`src/fls_pkg.sv`:
```
package fls_pkg;
   // array organisation
   localparam int PAGE_COUNT = 1024;
   localparam int PAGE_BYTES = 256;
   localparam int REGION_PAGES = 64;
   localparam int LOCK_COUNT = 16;
   localparam int BUF_BYTES = 128;
   localparam int BUF_WORDS = BUF_BYTES / 4;
   localparam int GP_COUNT = 2;
   localparam int PAGE_W = 10;
   localparam int REGION_LSB = 6;

   // register byte offsets (low 12 address bits)
   localparam logic [11:0] OFS_MODE = 12'h000;
   localparam logic [11:0] OFS_CMD = 12'h004;
   localparam logic [11:0] OFS_STATUS = 12'h008;
   localparam logic [11:0] OFS_RESULT = 12'h00C;
   localparam logic [11:0] OFS_LOCKS = 12'h010;
   localparam logic [11:0] OFS_NVCFG = 12'h014;
   localparam logic [11:0] OFS_UID = 12'h020;
   localparam logic [11:0] OFS_CALIB = 12'h030;
   localparam logic [11:0] OFS_BUF = 12'h080;

   // field positions
   localparam int MODE_WS_LSB = 0;
   localparam int MODE_NARROW_BIT = 8;
   localparam int CMD_ARG_LSB = 8;
   localparam int ST_READY_BIT = 0;
   localparam int ST_LOCKERR_BIT = 1;
   localparam int ST_CMDERR_BIT = 2;
   localparam logic [31:0] MODE_RST = 32'h0000_0000;

   // command codes
   localparam logic [7:0] CMD_GET_DESC = 8'h00;
   localparam logic [7:0] CMD_PROG_PAGE = 8'h01;
   localparam logic [7:0] CMD_ERASE_PAGE = 8'h02;
   localparam logic [7:0] CMD_ERASE_ALL = 8'h03;
   localparam logic [7:0] CMD_SET_LOCK = 8'h04;
   localparam logic [7:0] CMD_CLR_LOCK = 8'h05;
   localparam logic [7:0] CMD_GET_LOCK = 8'h06;
   localparam logic [7:0] CMD_SET_GP = 8'h07;
   localparam logic [7:0] CMD_CLR_GP = 8'h08;
   localparam logic [7:0] CMD_GET_GP = 8'h09;

   // operation codes towards the array macro
   localparam logic [1:0] OP_PROG = 2'h1;
   localparam logic [1:0] OP_ERASE_PAGE = 2'h2;
   localparam logic [1:0] OP_ERASE_ALL = 2'h3;

   // boot map, 4 Mbyte windows selected by address bits 31:22
   localparam logic [9:0] WIN_BOOT = 10'h000;
   localparam logic [9:0] WIN_FLASH = 10'h001;
   localparam logic [9:0] WIN_ROM = 10'h002;
   localparam logic [31:0] ROM_BASE = 32'h0080_0000;

   // erase input debounce, counted in slow clock ticks
   localparam int SLOW_CLK_HZ = 32768;
   localparam int ERASE_IGNORE_MS = 100;
   localparam int ERASE_VALID_MS = 220;
   localparam int ERASE_IGNORE_TICKS = (ERASE_IGNORE_MS * SLOW_CLK_HZ + 999) / 1000;
   localparam int ERASE_VALID_TICKS = (ERASE_VALID_MS * SLOW_CLK_HZ + 999) / 1000;
   localparam int ERASE_CNT_W = 13;

   typedef enum logic [0:0]
   {
      FLS_IDLE = 1'b0,
      FLS_ARRAY = 1'b1
   } fls_state_e;
endpackage : fls_pkg

```
`src/fls_ctrl.sv`:
```
// Implementation choices: register access over AHB-Lite and the register addresses.
`timescale 1ns/1ps
// How it works
// - one bank of 256-byte pages, 1024 pages in this build
// - 128-byte write buffer filled by 32-bit bus writes before programming
// - software picks 128-bit or 64-bit array read width
// - lock regions of 64 pages, 16 lock bits
// - program or erase into locked region aborts and raises interrupt
// - set-lock command sets region lock, clear-lock command clears it
// - valid erase input clears all lock bits
// - config bit 0 set blocks debug and fast programming access
// - security bit set by command only, cleared by erase input plus full erase
// - calibration bits and unique id are read-only, erase input ignores them
// - two config bits, both set by the set-config command with a bit index, only bit 1 cleared by command
// - boot at zero maps flash when config bit 1 set, else ROM
// - valid erase input clears config bit 1
// - ROM always visible at its fixed base
// - fast programming mode when test select and both straps low
// - fast programming port takes read, program, erase, lock, protect commands
// - descriptor command reports flash organisation
// - erase input debounced on slow clock, short pulses ignored
// - erase input triggers full array erase to all ones
module fls_ctrl #(
   parameter int unsigned ERASE_VALID_TICKS_P = fls_pkg::ERASE_VALID_TICKS,
   parameter logic [127:0] UNIQUE_ID = 128'h0001_0203_0405_0607_0809_0A0B_0C0D_0E0F, // arbitrary
   parameter logic [31:0] CALIB_BITS = 32'h0000_5A5A // arbitrary
)
(
   input wire logic hclk,
   input wire logic hresetn,
   input wire logic hsel,
   input wire logic [31:0] haddr,
   input wire logic [1:0] htrans,
   input wire logic hwrite,
   input wire logic [2:0] hsize,
   input wire logic [31:0] hwdata,
   input wire logic hready,
   output logic [31:0] hrdata,
   output logic hreadyout,
   output logic hresp,
   output logic arr_start,
   output logic [1:0] arr_op,
   output logic [fls_pkg::PAGE_W-1:0] arr_page,
   input wire logic arr_done,
   input wire logic [4:0] arr_buf_index,
   output logic [31:0] arr_buf_word,
   output logic arr_wide,
   output logic [3:0] arr_wait_states,
   input wire logic [31:0] fetch_addr,
   output logic sel_flash,
   output logic sel_rom,
   output logic secure_lock,
   output logic lock_abort_irq,
   input wire logic slow_clk,
   input wire logic erase_pin,
   input wire logic factory_test_select,
   input wire logic programming_strap_a,
   input wire logic programming_strap_b,
   output logic fast_prog_mode,
   input wire logic ffp_cmd_valid,
   input wire logic [7:0] ffp_cmd,
   input wire logic [fls_pkg::PAGE_W-1:0] ffp_arg,
   output logic ffp_cmd_ready,
   output logic [31:0] ffp_result,
   output logic ffp_result_valid
);
   import fls_pkg::*;

   fls_state_e state;
   logic [31:0] mode;
   logic [31:0] result;
   logic [LOCK_COUNT-1:0] locks;
   logic [GP_COUNT-1:0] nv_gp;
   logic lock_err;
   logic cmd_err;
   logic [31:0] wbuf [BUF_WORDS];
   logic d_wr;
   logic [11:0] d_addr;
   logic slow_q;
   logic [ERASE_CNT_W-1:0] erase_cnt;
   logic erase_pend;
   logic pin_erase_run;

   // address phase decode; slave never stalls, always answers OKAY
   wire addr_go = hsel & hready & htrans[1];
   wire rd_go = addr_go & ~hwrite;
   wire [11:0] a_ofs = haddr[11:0];
   wire a_hi_zero = (haddr[31:12] == 20'h0_0000);
   wire busy = (state != FLS_IDLE);
   wire wr_cmd = d_wr & (d_addr == OFS_CMD);
   wire wr_mode = d_wr & (d_addr == OFS_MODE);
   wire wr_buf = d_wr & (d_addr[11:7] == OFS_BUF[11:7]) & ~busy;
   wire rd_status = rd_go & a_hi_zero & (a_ofs == OFS_STATUS);
   assign hreadyout = 1'b1;
   assign hresp = 1'b0;

   // read mux, evaluated at the address phase so hrdata comes from a flop
   wire [31:0] st_word = {29'h0, cmd_err, lock_err, ~busy};
   wire [31:0] uid_word = UNIQUE_ID[32*a_ofs[3:2] +: 32];
   wire a_buf = (a_ofs[11:7] == OFS_BUF[11:7]);
   wire a_uid = (a_ofs[11:4] == OFS_UID[11:4]);
   wire [31:0] rd_word =
      ~a_hi_zero ? 32'h0000_0000 :
      a_buf ? wbuf[a_ofs[6:2]] :
      a_uid ? uid_word :
      (a_ofs == OFS_MODE) ? mode :
      (a_ofs == OFS_STATUS) ? st_word :
      (a_ofs == OFS_RESULT) ? result :
      (a_ofs == OFS_LOCKS) ? {{(32-LOCK_COUNT){1'b0}}, locks} :
      (a_ofs == OFS_NVCFG) ? {{(32-GP_COUNT){1'b0}}, nv_gp} :
      (a_ofs == OFS_CALIB) ? CALIB_BITS : 32'h0000_0000;

   // command source: bus first, the fast port only when the bus is quiet
   wire fast_ok = fast_prog_mode & ~nv_gp[0];
   assign ffp_cmd_ready = fast_ok & ~busy & ~erase_pend & ~wr_cmd;
   wire bus_start = wr_cmd & ~busy & ~erase_pend;
   wire ffp_start = ffp_cmd_valid & ffp_cmd_ready;
   wire start = bus_start | ffp_start;
   wire [7:0] c_code = bus_start ? hwdata[7:0] : ffp_cmd;
   wire [PAGE_W-1:0] c_arg = bus_start ? hwdata[CMD_ARG_LSB +: PAGE_W] : ffp_arg;
   wire [3:0] c_region = c_arg[PAGE_W-1:REGION_LSB];
   wire c_locked = locks[c_region];
   wire c_prog = (c_code == CMD_PROG_PAGE);
   wire c_epage = (c_code == CMD_ERASE_PAGE);
   wire c_eall = (c_code == CMD_ERASE_ALL);
   wire c_array = c_prog | c_epage | c_eall;
   wire c_abort = ((c_prog | c_epage) & c_locked) | (c_eall & (|locks));
   wire launch_cmd = start & c_array & ~c_abort;
   wire launch_pin = erase_pend & ~busy;
   wire gp_idx_bad = (c_arg > PAGE_W'(GP_COUNT - 1));
   // clearing the security bit by command is refused
   wire gp_clr_bad = gp_idx_bad | (c_arg[0] == 1'b0);
   wire c_set_gp = start & (c_code == CMD_SET_GP) & ~gp_idx_bad;
   wire c_clr_gp = start & (c_code == CMD_CLR_GP) & ~gp_clr_bad;
   wire c_known = (c_code <= CMD_GET_GP);
   wire c_bad = start & (~c_known | (((c_code == CMD_SET_GP) & gp_idx_bad)
      | ((c_code == CMD_CLR_GP) & gp_clr_bad)));

   // descriptor words indexed by the argument
   wire [31:0] desc_word =
      (c_arg[2:0] == 3'h0) ? 32'(PAGE_COUNT) :
      (c_arg[2:0] == 3'h1) ? 32'(PAGE_BYTES) :
      (c_arg[2:0] == 3'h2) ? 32'(REGION_PAGES) :
      (c_arg[2:0] == 3'h3) ? 32'(LOCK_COUNT) :
      (c_arg[2:0] == 3'h4) ? 32'(BUF_BYTES) : 32'h0000_0000;
   wire [31:0] next_result =
      (c_code == CMD_GET_DESC) ? desc_word :
      (c_code == CMD_GET_LOCK) ? {{(32-LOCK_COUNT){1'b0}}, locks} :
      (c_code == CMD_GET_GP) ? {{(32-GP_COUNT){1'b0}}, nv_gp} : 32'h0000_0000;

   // erase input debounce: sampled slow clock gives one tick per period
   wire slow_tick = slow_clk & ~slow_q;
   wire cnt_full = (erase_cnt == ERASE_CNT_W'(ERASE_VALID_TICKS_P));
   wire erase_trig = erase_pin & slow_tick
      & (erase_cnt == ERASE_CNT_W'(ERASE_VALID_TICKS_P - 1));
   wire [ERASE_CNT_W-1:0] next_erase_cnt =
      ~erase_pin ? '0 :
      (slow_tick & ~cnt_full) ? erase_cnt + ERASE_CNT_W'(1) : erase_cnt;

   // lock bits; a valid erase input overrides any command in the same cycle
   logic [LOCK_COUNT-1:0] next_locks;
   always_comb
   begin
      next_locks = locks;
      if (start & (c_code == CMD_SET_LOCK))
      begin
         next_locks[c_region] = 1'b1;
      end
      if (start & (c_code == CMD_CLR_LOCK))
      begin
         next_locks[c_region] = 1'b0;
      end
      if (erase_trig)
      begin
         next_locks = '0;
      end
   end

   // config bits; security clears only once the pin-driven full erase ends
   wire pin_done = (state == FLS_ARRAY) & arr_done & pin_erase_run;
   logic [GP_COUNT-1:0] next_gp;
   always_comb
   begin
      next_gp = nv_gp;
      if (c_set_gp)
      begin
         next_gp[c_arg[0]] = 1'b1;
      end
      if (c_clr_gp)
      begin
         next_gp[1] = 1'b0;
      end
      if (erase_trig)
      begin
         next_gp[1] = 1'b0;
      end
      if (pin_done)
      begin
         next_gp[0] = 1'b0;
      end
   end

   // sticky flags: a new event wins over the read that clears it
   wire next_lock_err = (start & c_abort) | (lock_err & ~rd_status);
   wire next_cmd_err = (wr_cmd & ~bus_start) | c_bad | (cmd_err & ~rd_status);

   // engine: one array operation at a time
   fls_state_e next_state;
   always_comb
   begin
      next_state = state;
      unique case (state)
         FLS_IDLE:
         begin
            if (launch_pin | launch_cmd)
            begin
               next_state = FLS_ARRAY;
            end
         end
         FLS_ARRAY:
         begin
            if (arr_done)
            begin
               next_state = FLS_IDLE;
            end
         end
      endcase
   end

   wire [1:0] next_op = launch_pin ? OP_ERASE_ALL : c_prog ? OP_PROG :
      c_epage ? OP_ERASE_PAGE : OP_ERASE_ALL;

   // boot alias at zero follows config bit 1, ROM window always decodes
   wire [9:0] f_win = fetch_addr[31:22];
   assign sel_rom = (f_win == WIN_ROM) | ((f_win == WIN_BOOT) & ~nv_gp[1]);
   assign sel_flash = (f_win == WIN_FLASH) | ((f_win == WIN_BOOT) & nv_gp[1]);
   assign secure_lock = nv_gp[0];
   assign lock_abort_irq = lock_err;
   assign arr_wide = ~mode[MODE_NARROW_BIT];
   assign arr_wait_states = mode[MODE_WS_LSB +: 4];

   // bus pipeline and read data
   always_ff @(posedge hclk or negedge hresetn)
   begin
      if (!hresetn)
      begin
         d_wr <= 1'b0;
         d_addr <= 12'h000;
         hrdata <= 32'h0000_0000;
      end
      else
      begin
         d_wr <= addr_go & hwrite & a_hi_zero;
         d_addr <= a_ofs;
         hrdata <= rd_go ? rd_word : hrdata;
      end
   end

   // write buffer, one word per bus write, frozen while the array runs
   always_ff @(posedge hclk)
   begin
      if (wr_buf)
      begin
         wbuf[d_addr[6:2]] <= hwdata;
      end
      arr_buf_word <= wbuf[arr_buf_index];
   end

   // control and nonvolatile state
   always_ff @(posedge hclk or negedge hresetn)
   begin
      if (!hresetn)
      begin
         state <= FLS_IDLE;
         mode <= MODE_RST;
         result <= 32'h0000_0000;
         locks <= '0;
         nv_gp <= '0;
         lock_err <= 1'b0;
         cmd_err <= 1'b0;
         arr_start <= 1'b0;
         arr_op <= 2'h0;
         arr_page <= '0;
         pin_erase_run <= 1'b0;
      end
      else
      begin
         state <= next_state;
         mode <= wr_mode ? {23'h0, hwdata[MODE_NARROW_BIT], 4'h0, hwdata[3:0]} : mode;
         result <= start ? next_result : result;
         locks <= next_locks;
         nv_gp <= next_gp;
         lock_err <= next_lock_err;
         cmd_err <= next_cmd_err;
         arr_start <= launch_pin | launch_cmd;
         arr_op <= (launch_pin | launch_cmd) ? next_op : arr_op;
         arr_page <= launch_cmd & ~launch_pin ? c_arg : arr_page;
         pin_erase_run <= launch_pin | (pin_erase_run & ~pin_done);
      end
   end

   // erase input, strap sampling and fast port answer
   always_ff @(posedge hclk or negedge hresetn)
   begin
      if (!hresetn)
      begin
         slow_q <= 1'b0;
         erase_cnt <= '0;
         erase_pend <= 1'b0;
         fast_prog_mode <= 1'b0;
         ffp_result <= 32'h0000_0000;
         ffp_result_valid <= 1'b0;
      end
      else
      begin
         slow_q <= slow_clk;
         erase_cnt <= next_erase_cnt;
         erase_pend <= erase_trig | (erase_pend & busy);
         fast_prog_mode <= ~factory_test_select & ~programming_strap_a
            & ~programming_strap_b;
         ffp_result <= ffp_start ? next_result : ffp_result;
         ffp_result_valid <= ffp_start;
      end
   end
endmodule : fls_ctrl

```
`config.mk`:
```
export PLATFORM = sky130hd
export DESIGN_NAME = fls_ctrl
export DESIGN_NICKNAME = d
export VERILOG_FILES = /design/src/fls_pkg.sv /design/src/fls_ctrl.sv
export SDC_FILE = /design/constraint.sdc
export NUM_CORES = 2
export LEC_CHECK = 0
export BUFFER_PORTS_ARGS = -buffer_cell sky130_fd_sc_hd__buf_4
export CELL_PAD_IN_SITES_DETAIL_PLACEMENT = 1
export CELL_PAD_IN_SITES_GLOBAL_PLACEMENT = 2
export CORE_AREA = 2 2 327 329
export DETAILED_ROUTE_END_ITERATION = 12
export DIE_AREA = 0 0 329 331
export PLACE_DENSITY_LB_ADDON = 0.2
export SLEW_MARGIN = 20
export SYNTH_ARGS = -nofsm -noshare
export SYNTH_HDL_FRONTEND = slang
export SYNTH_SLANG_ARGS = --single-unit
```
`constraint.sdc`:
```
create_clock -name hclk -period 5.6 [get_ports hclk]
set_input_delay 1.12 -clock hclk [delete_from_list [all_inputs] [get_ports hclk]]
set_output_delay 1.12 -clock hclk [all_outputs]
set_load 0.01 [all_outputs]
```
# == After elaboration in Yosys (flattened, before gate mapping) ==
# Memories as Yosys holds them, arrays and structs flattened. A register that Yosys moved wholly into a read port is not among the register bits.
# Index checks and enable logic that the tools add are counted.
# totals
reg_bits,166
latch_bits,0
mem_bits_rw,1024
romBits,0
in_bits,136
out_inout_bits,123
wordCells,199
mem_count,1
# mem_list
memory,depth,word_bits,rd,rd_ports_with_merged_regs,write_ports,line,text
wbuf,32,32,2,1,1,fls_ctrl.sv:76,logic [31:0] wbuf [BUF_WORDS];
# classes
add_sub_neg,1
mul,0
n_div,0
order_cmp,6
eq_ne,27
shift,1
mux,42
bitwise_logic,89
reduce_logical,11
# ops
op,count
2-to-1 mux 32 bit,6
variable part select 128 x 8 -> 32 bit (first input constant),1
2-to-1 mux 16 bit,6
AND 1 bit,49
equality test 8 x 3 -> 1 bit (second input constant),4
2-to-1 mux 8 bit,4
2-to-1 mux 15 bit,2
equality test 13 bit (second input constant),2
2-to-1 mux 13 bit,2
equality test 12 x 4 -> 1 bit (second input constant),2
equality test 12 x 5 -> 1 bit (second input constant),2
equality test 8 x 2 -> 1 bit (second input constant),3
logical NOT 12 bit,2
NOT 1 bit,21
logical NOT 20 bit,1
AND 16 bit,1
equality test 8 x 4 -> 1 bit (second input constant),2
NOT 16 bit,1
bitwise OR 16 bit,1
OR reduction 16 bit,1
bitwise OR 1 bit,15
adder 13 x 1 -> 13 bit (second input constant),1
equality test 12 x 3 -> 1 bit (second input constant),1
equality test 12 x 6 -> 1 bit (second input constant),1
other kinds (30),46

# == Logic depth before layout (Yosys ltp) ==
# logic_depth
ltp_word,14
depth_mapped,12
mapped_depth_nobuf,9

# == Least setup slack after synthesis ==
# No wires, ideal clock.
# synth_timing
path_kind,reg2reg
startpoint,register d_addr[8]
endpoint,memory wbuf[24][0] (enable)
arrival_time_ns,3.177
path_slack_ns,2.002
stages_incl_launch_ff,6
path_buffers,0
period_less_slack_ns,3.598
path_cell_list,dfrtp_1 > or3b_1 > or3_1 > nor4b_1 > nand3_1 > nor2_1
# synth_via
elab_chain_cells,5
# synth_lines
item,line,text
"start, declared",fls_ctrl.sv:78,logic [11:0] d_addr;
"start signal, assigned",fls_ctrl.sv:254,d_addr <= a_ofs;
equality test 5 x 1 -> 1 bit,fls_ctrl.sv:92,wire wr_buf = d_wr & (d_addr[11:7] == OFS_BUF[11:7]) & ~busy;
AND 1 bit (2 in a row),fls_ctrl.sv:92,
2-to-1 mux 1 bit,fls_ctrl.sv:262,if (wr_buf)
2-to-1 mux 1 bit (not written as such),fls_ctrl.sv:264,wbuf[d_addr[6:2]] <= hwdata;
"end, declared",fls_ctrl.sv:76,
# No other way between the ends.

# == Worst setup path in the final report ==
# layout_timing
startpoint,register d_addr[8]
endpoint,memory wbuf[14][17] (enable)
# The elaborated chain is that of the path after synthesis.

==> flow_summary.yaml <==
logic_synthesis:
  syn_area_sq_um: 54300
  synth_edf_count: 1024
  synthFlopType: "edfxtp_1"
  ys_ff_latch: 1190
  netlist_instances: 2734
  synth_warnings: 0
  yosys-top-cells-count: "edfxtp_1, mux4_2, nand2_1, dfrtp_1, nor2_1"
  synth_most_common_cell: "edfxtp_1"
  yosysTopAreaCellShare_pct: 56.6
  synth_area_leaders: "edfxtp_1, mux4_2, dfrtp_1"
  synthDistinctLibCells: 70
  syn_avg_cell_area_sq_um: 19.9
  ys_seq_area_share_pct: 64.0
  yosysTopAreaCell: "edfxtp_1"
  ys_async_sr_fraction_pct: 11.3
die:
  io_pins: 259
  num_rows: 119
  die_y_um: 331
  die_w_um: 329
  dieArea_sq_um: 109000
  start_util_pct: 51.8
  core_sq_um: 105000
layout:
  syn_to_final_growth_pct: 14.2
  drive_above_1_share_pct: 39.8
  nets: 3101
  nFillCells: 8877
  fin_cells: 4467
sta:
  tightestPinTransition_ns: 1.18
  relSlewSlack_pct: 21.4
  finalSetupViolations: 0
  whs_ns: 0.480
  fin_crit_sh_pct: 78.4
  fin_crit_ns: 4.39
  hold_viol: 0
  finalMaxSlewViolations: 0
  clock_skew_ns: 0.0279
  rsz0062_at_grt: "no"
  fmax_mhz: 228
  final.setup.tns_ns: 0
clock_network:
  insertion_delay_ns: 0.74
  ctsResizeCount: 0
  cts_hold_buf: 0
  cts-root-buf: "clkbuf_16"
  path_clk_slew_ns: 0.06
  cts_max_level: 3
  tritoncts: "done"
  numCtsBuffers: 121
  clock_sinks: 1190
  cts_buffer_depth: 3
  post_cts_buffers: 0
setup_path:
  slowest_stage: "nor2_4"
  crit_path_start_kind: "flip-flop"
  worstPathArrival_ns: 4.80
  worstPathRequired_ns: 6.00
  path_class: "reg2reg"
  critical_path.cell_chain: "or3b_1 -> or3_1 -> nor4bb_1 -> nand2_1 -> nor2_4 -> buf_4"
  cpPeakStageDelay_ns: 1.01
  cp-end-kind: "flip-flop"
  critPathMaxFanout: 17
placement:
  hpwlAfterDp_um: 97200
  port-buffer-count: 214
  gp_congestion: 0.861
  post-place-cells: 4230
global_routing:
  gr-total-overflow: 0
  grt_pass1_wl_um: 241000
  antenna_found_initial: 10
  grt_usage_pct: 31.7
  grt_start_max_net_pins: 101
  grt_pass1_vias: 32500
power_and_ir_drop:
  ir_drop_mv: 0.282
  power.density_nw_per_um2: 310
  p_leak_nw: 20.4
outcome:
  outcome: "complete, no violations"
routing:
  wirelength_um: 169000
  vias: 31100
  post-route-drc-count: 0
  vias_per_cell: 6.96
  final_antenna_net_count: 0
  drt_iter0_drc: 3717
  post_drt_wl_per_cell_um: 37.9
  drt_first_pass_iters: 6
run:
  drv_cap: 0
hold_path:
  hold_class: "reg2reg"
## logic make-up (layout without fill, tap and decap cells)
kind of cell,count (synthesis),after routing,share of synthesized area (%)
other,2,24,0.0138
AO/OA/AOI/OAI,210,210,2.42
adder cells (fa/ha/maj),3,3,0.0691
multiplexers,724,724,28.3
flip-flops,1190,1190,64.0
XOR/XNOR,12,12,0.193
buffers and inverters,224,544,1.84
AND/OR/NAND/NOR,369,369,3.22
## cell type report
type                       instances  area (sq um)  share of cell area, %
antenna                            6          15.0                 0.0242
clock buffer                     178          3470                   5.59
clock inverter                    53           482                  0.777
inverter                          16          60.1                 0.0969
multi-input combinational       1336         18900                   30.5
sequential                      1190         34700                   56.0
tap                             1391          1740                   2.81
timing repair buffer             297          2600                   4.19
## path summary, 6_finish.rpt
kind / from / endpoint / slack [ns] / cells past startpoint
max in group asynchronous: hresetn / hrdata[23] / 3.86 / 2
worst max register to register: d_addr[8] / wbuf[14][17] / 1.21 / 6
worst min register to register: ffp_result[2] / ffp_result[2] / 0.48 / 2
worst min-delay path: ffp_result[2] / ffp_result[2] / 0.48 / 2
worst max-delay path: d_addr[8] / wbuf[14][17] / 1.21 / 6
min in group asynchronous: hresetn / busy / 0.52 / 1
## power breakdown
part           leakage [nW]  total, W  internal (W)  switching (W)
Combinational          7.17   0.00142      0.000644       0.000772
Clock                  1.94   0.00808       0.00460        0.00347
Sequential             11.3   0.00970       0.00967      0.0000332
## cell usage in the layout, fill, tap and decap left out, drive strengths merged, types with 5 or more instances in the layout
master and count:
xnor2 8, mux2 51, nor2b 13, a22o 12
o211ai 5, nand2 139, and2 19, clkbuf 178
conb 18, bufinv 7, o21ai 78, buf 297
nand3 16, nand2b 8, nor2 100, a211oi 27
inv 19, and3 6, mux2i 31, mux4 642
clkinv 40, a31oi 8, nor3 18, a21oi 42
a22oi 6, dfxtp 32, dfrtp 134, edfxtp 1024
nor4 22, diode 6, o22ai 6
## critical path, delay by kind of cell, from the launching register on
kind          cells  cell delay, ns
buf+inv           1            0.42
simple gates      5            3.27
flops             1            0.35
## per-stage QoR
step | area (sq um) | utilization [%] | setup WS, ns | power (W)
6_report | 62000 | 59.1 | 1.21 | 0.0192
5_1_grt | 62000 | 59.1 | 1.05 | 0.0197
4_1_cts | 62000 | 59.1 | 1.32 | 0.0193
3_5_place_dp | 58000 | 55.3 | 1.23 | 0.0113
3_3_place_gp | 58000 | 55.3 | 1.25 | 0.0113
2_1_floorplan | 54400 | - | 2.00 | 0.0107
## flip-flops by register name, indices dropped and copies added (netlist names)
register and count:
result 16, slow_q 1, fast_prog_mode 1, lock_abort_irq 1, arr_buf_word 32, wbuf 1024, busy 1, erase_cnt 13
arr_op 2, ffp_result_valid 1, locks 16, cmd_err 1, d_addr 12, pin_erase_run 1, hrdata 32, ffp_result 16
nv_gp 2, erase_pend 1, mode 5, arr_page 10, arr_start 1, d_wr 1
## layer usage
layer	up-vias	track usage [%]	wire length [um]	share of wire, %
met5	-	0	27	0.016
met4	4	12.0	6350	3.7
met3	303	5.69	16000	9.5
met2	1843	52.4	84800	50
met1	16800	42.5	62100	37
li1	12100	-	-	-
(Power assumes the default switching activity.)
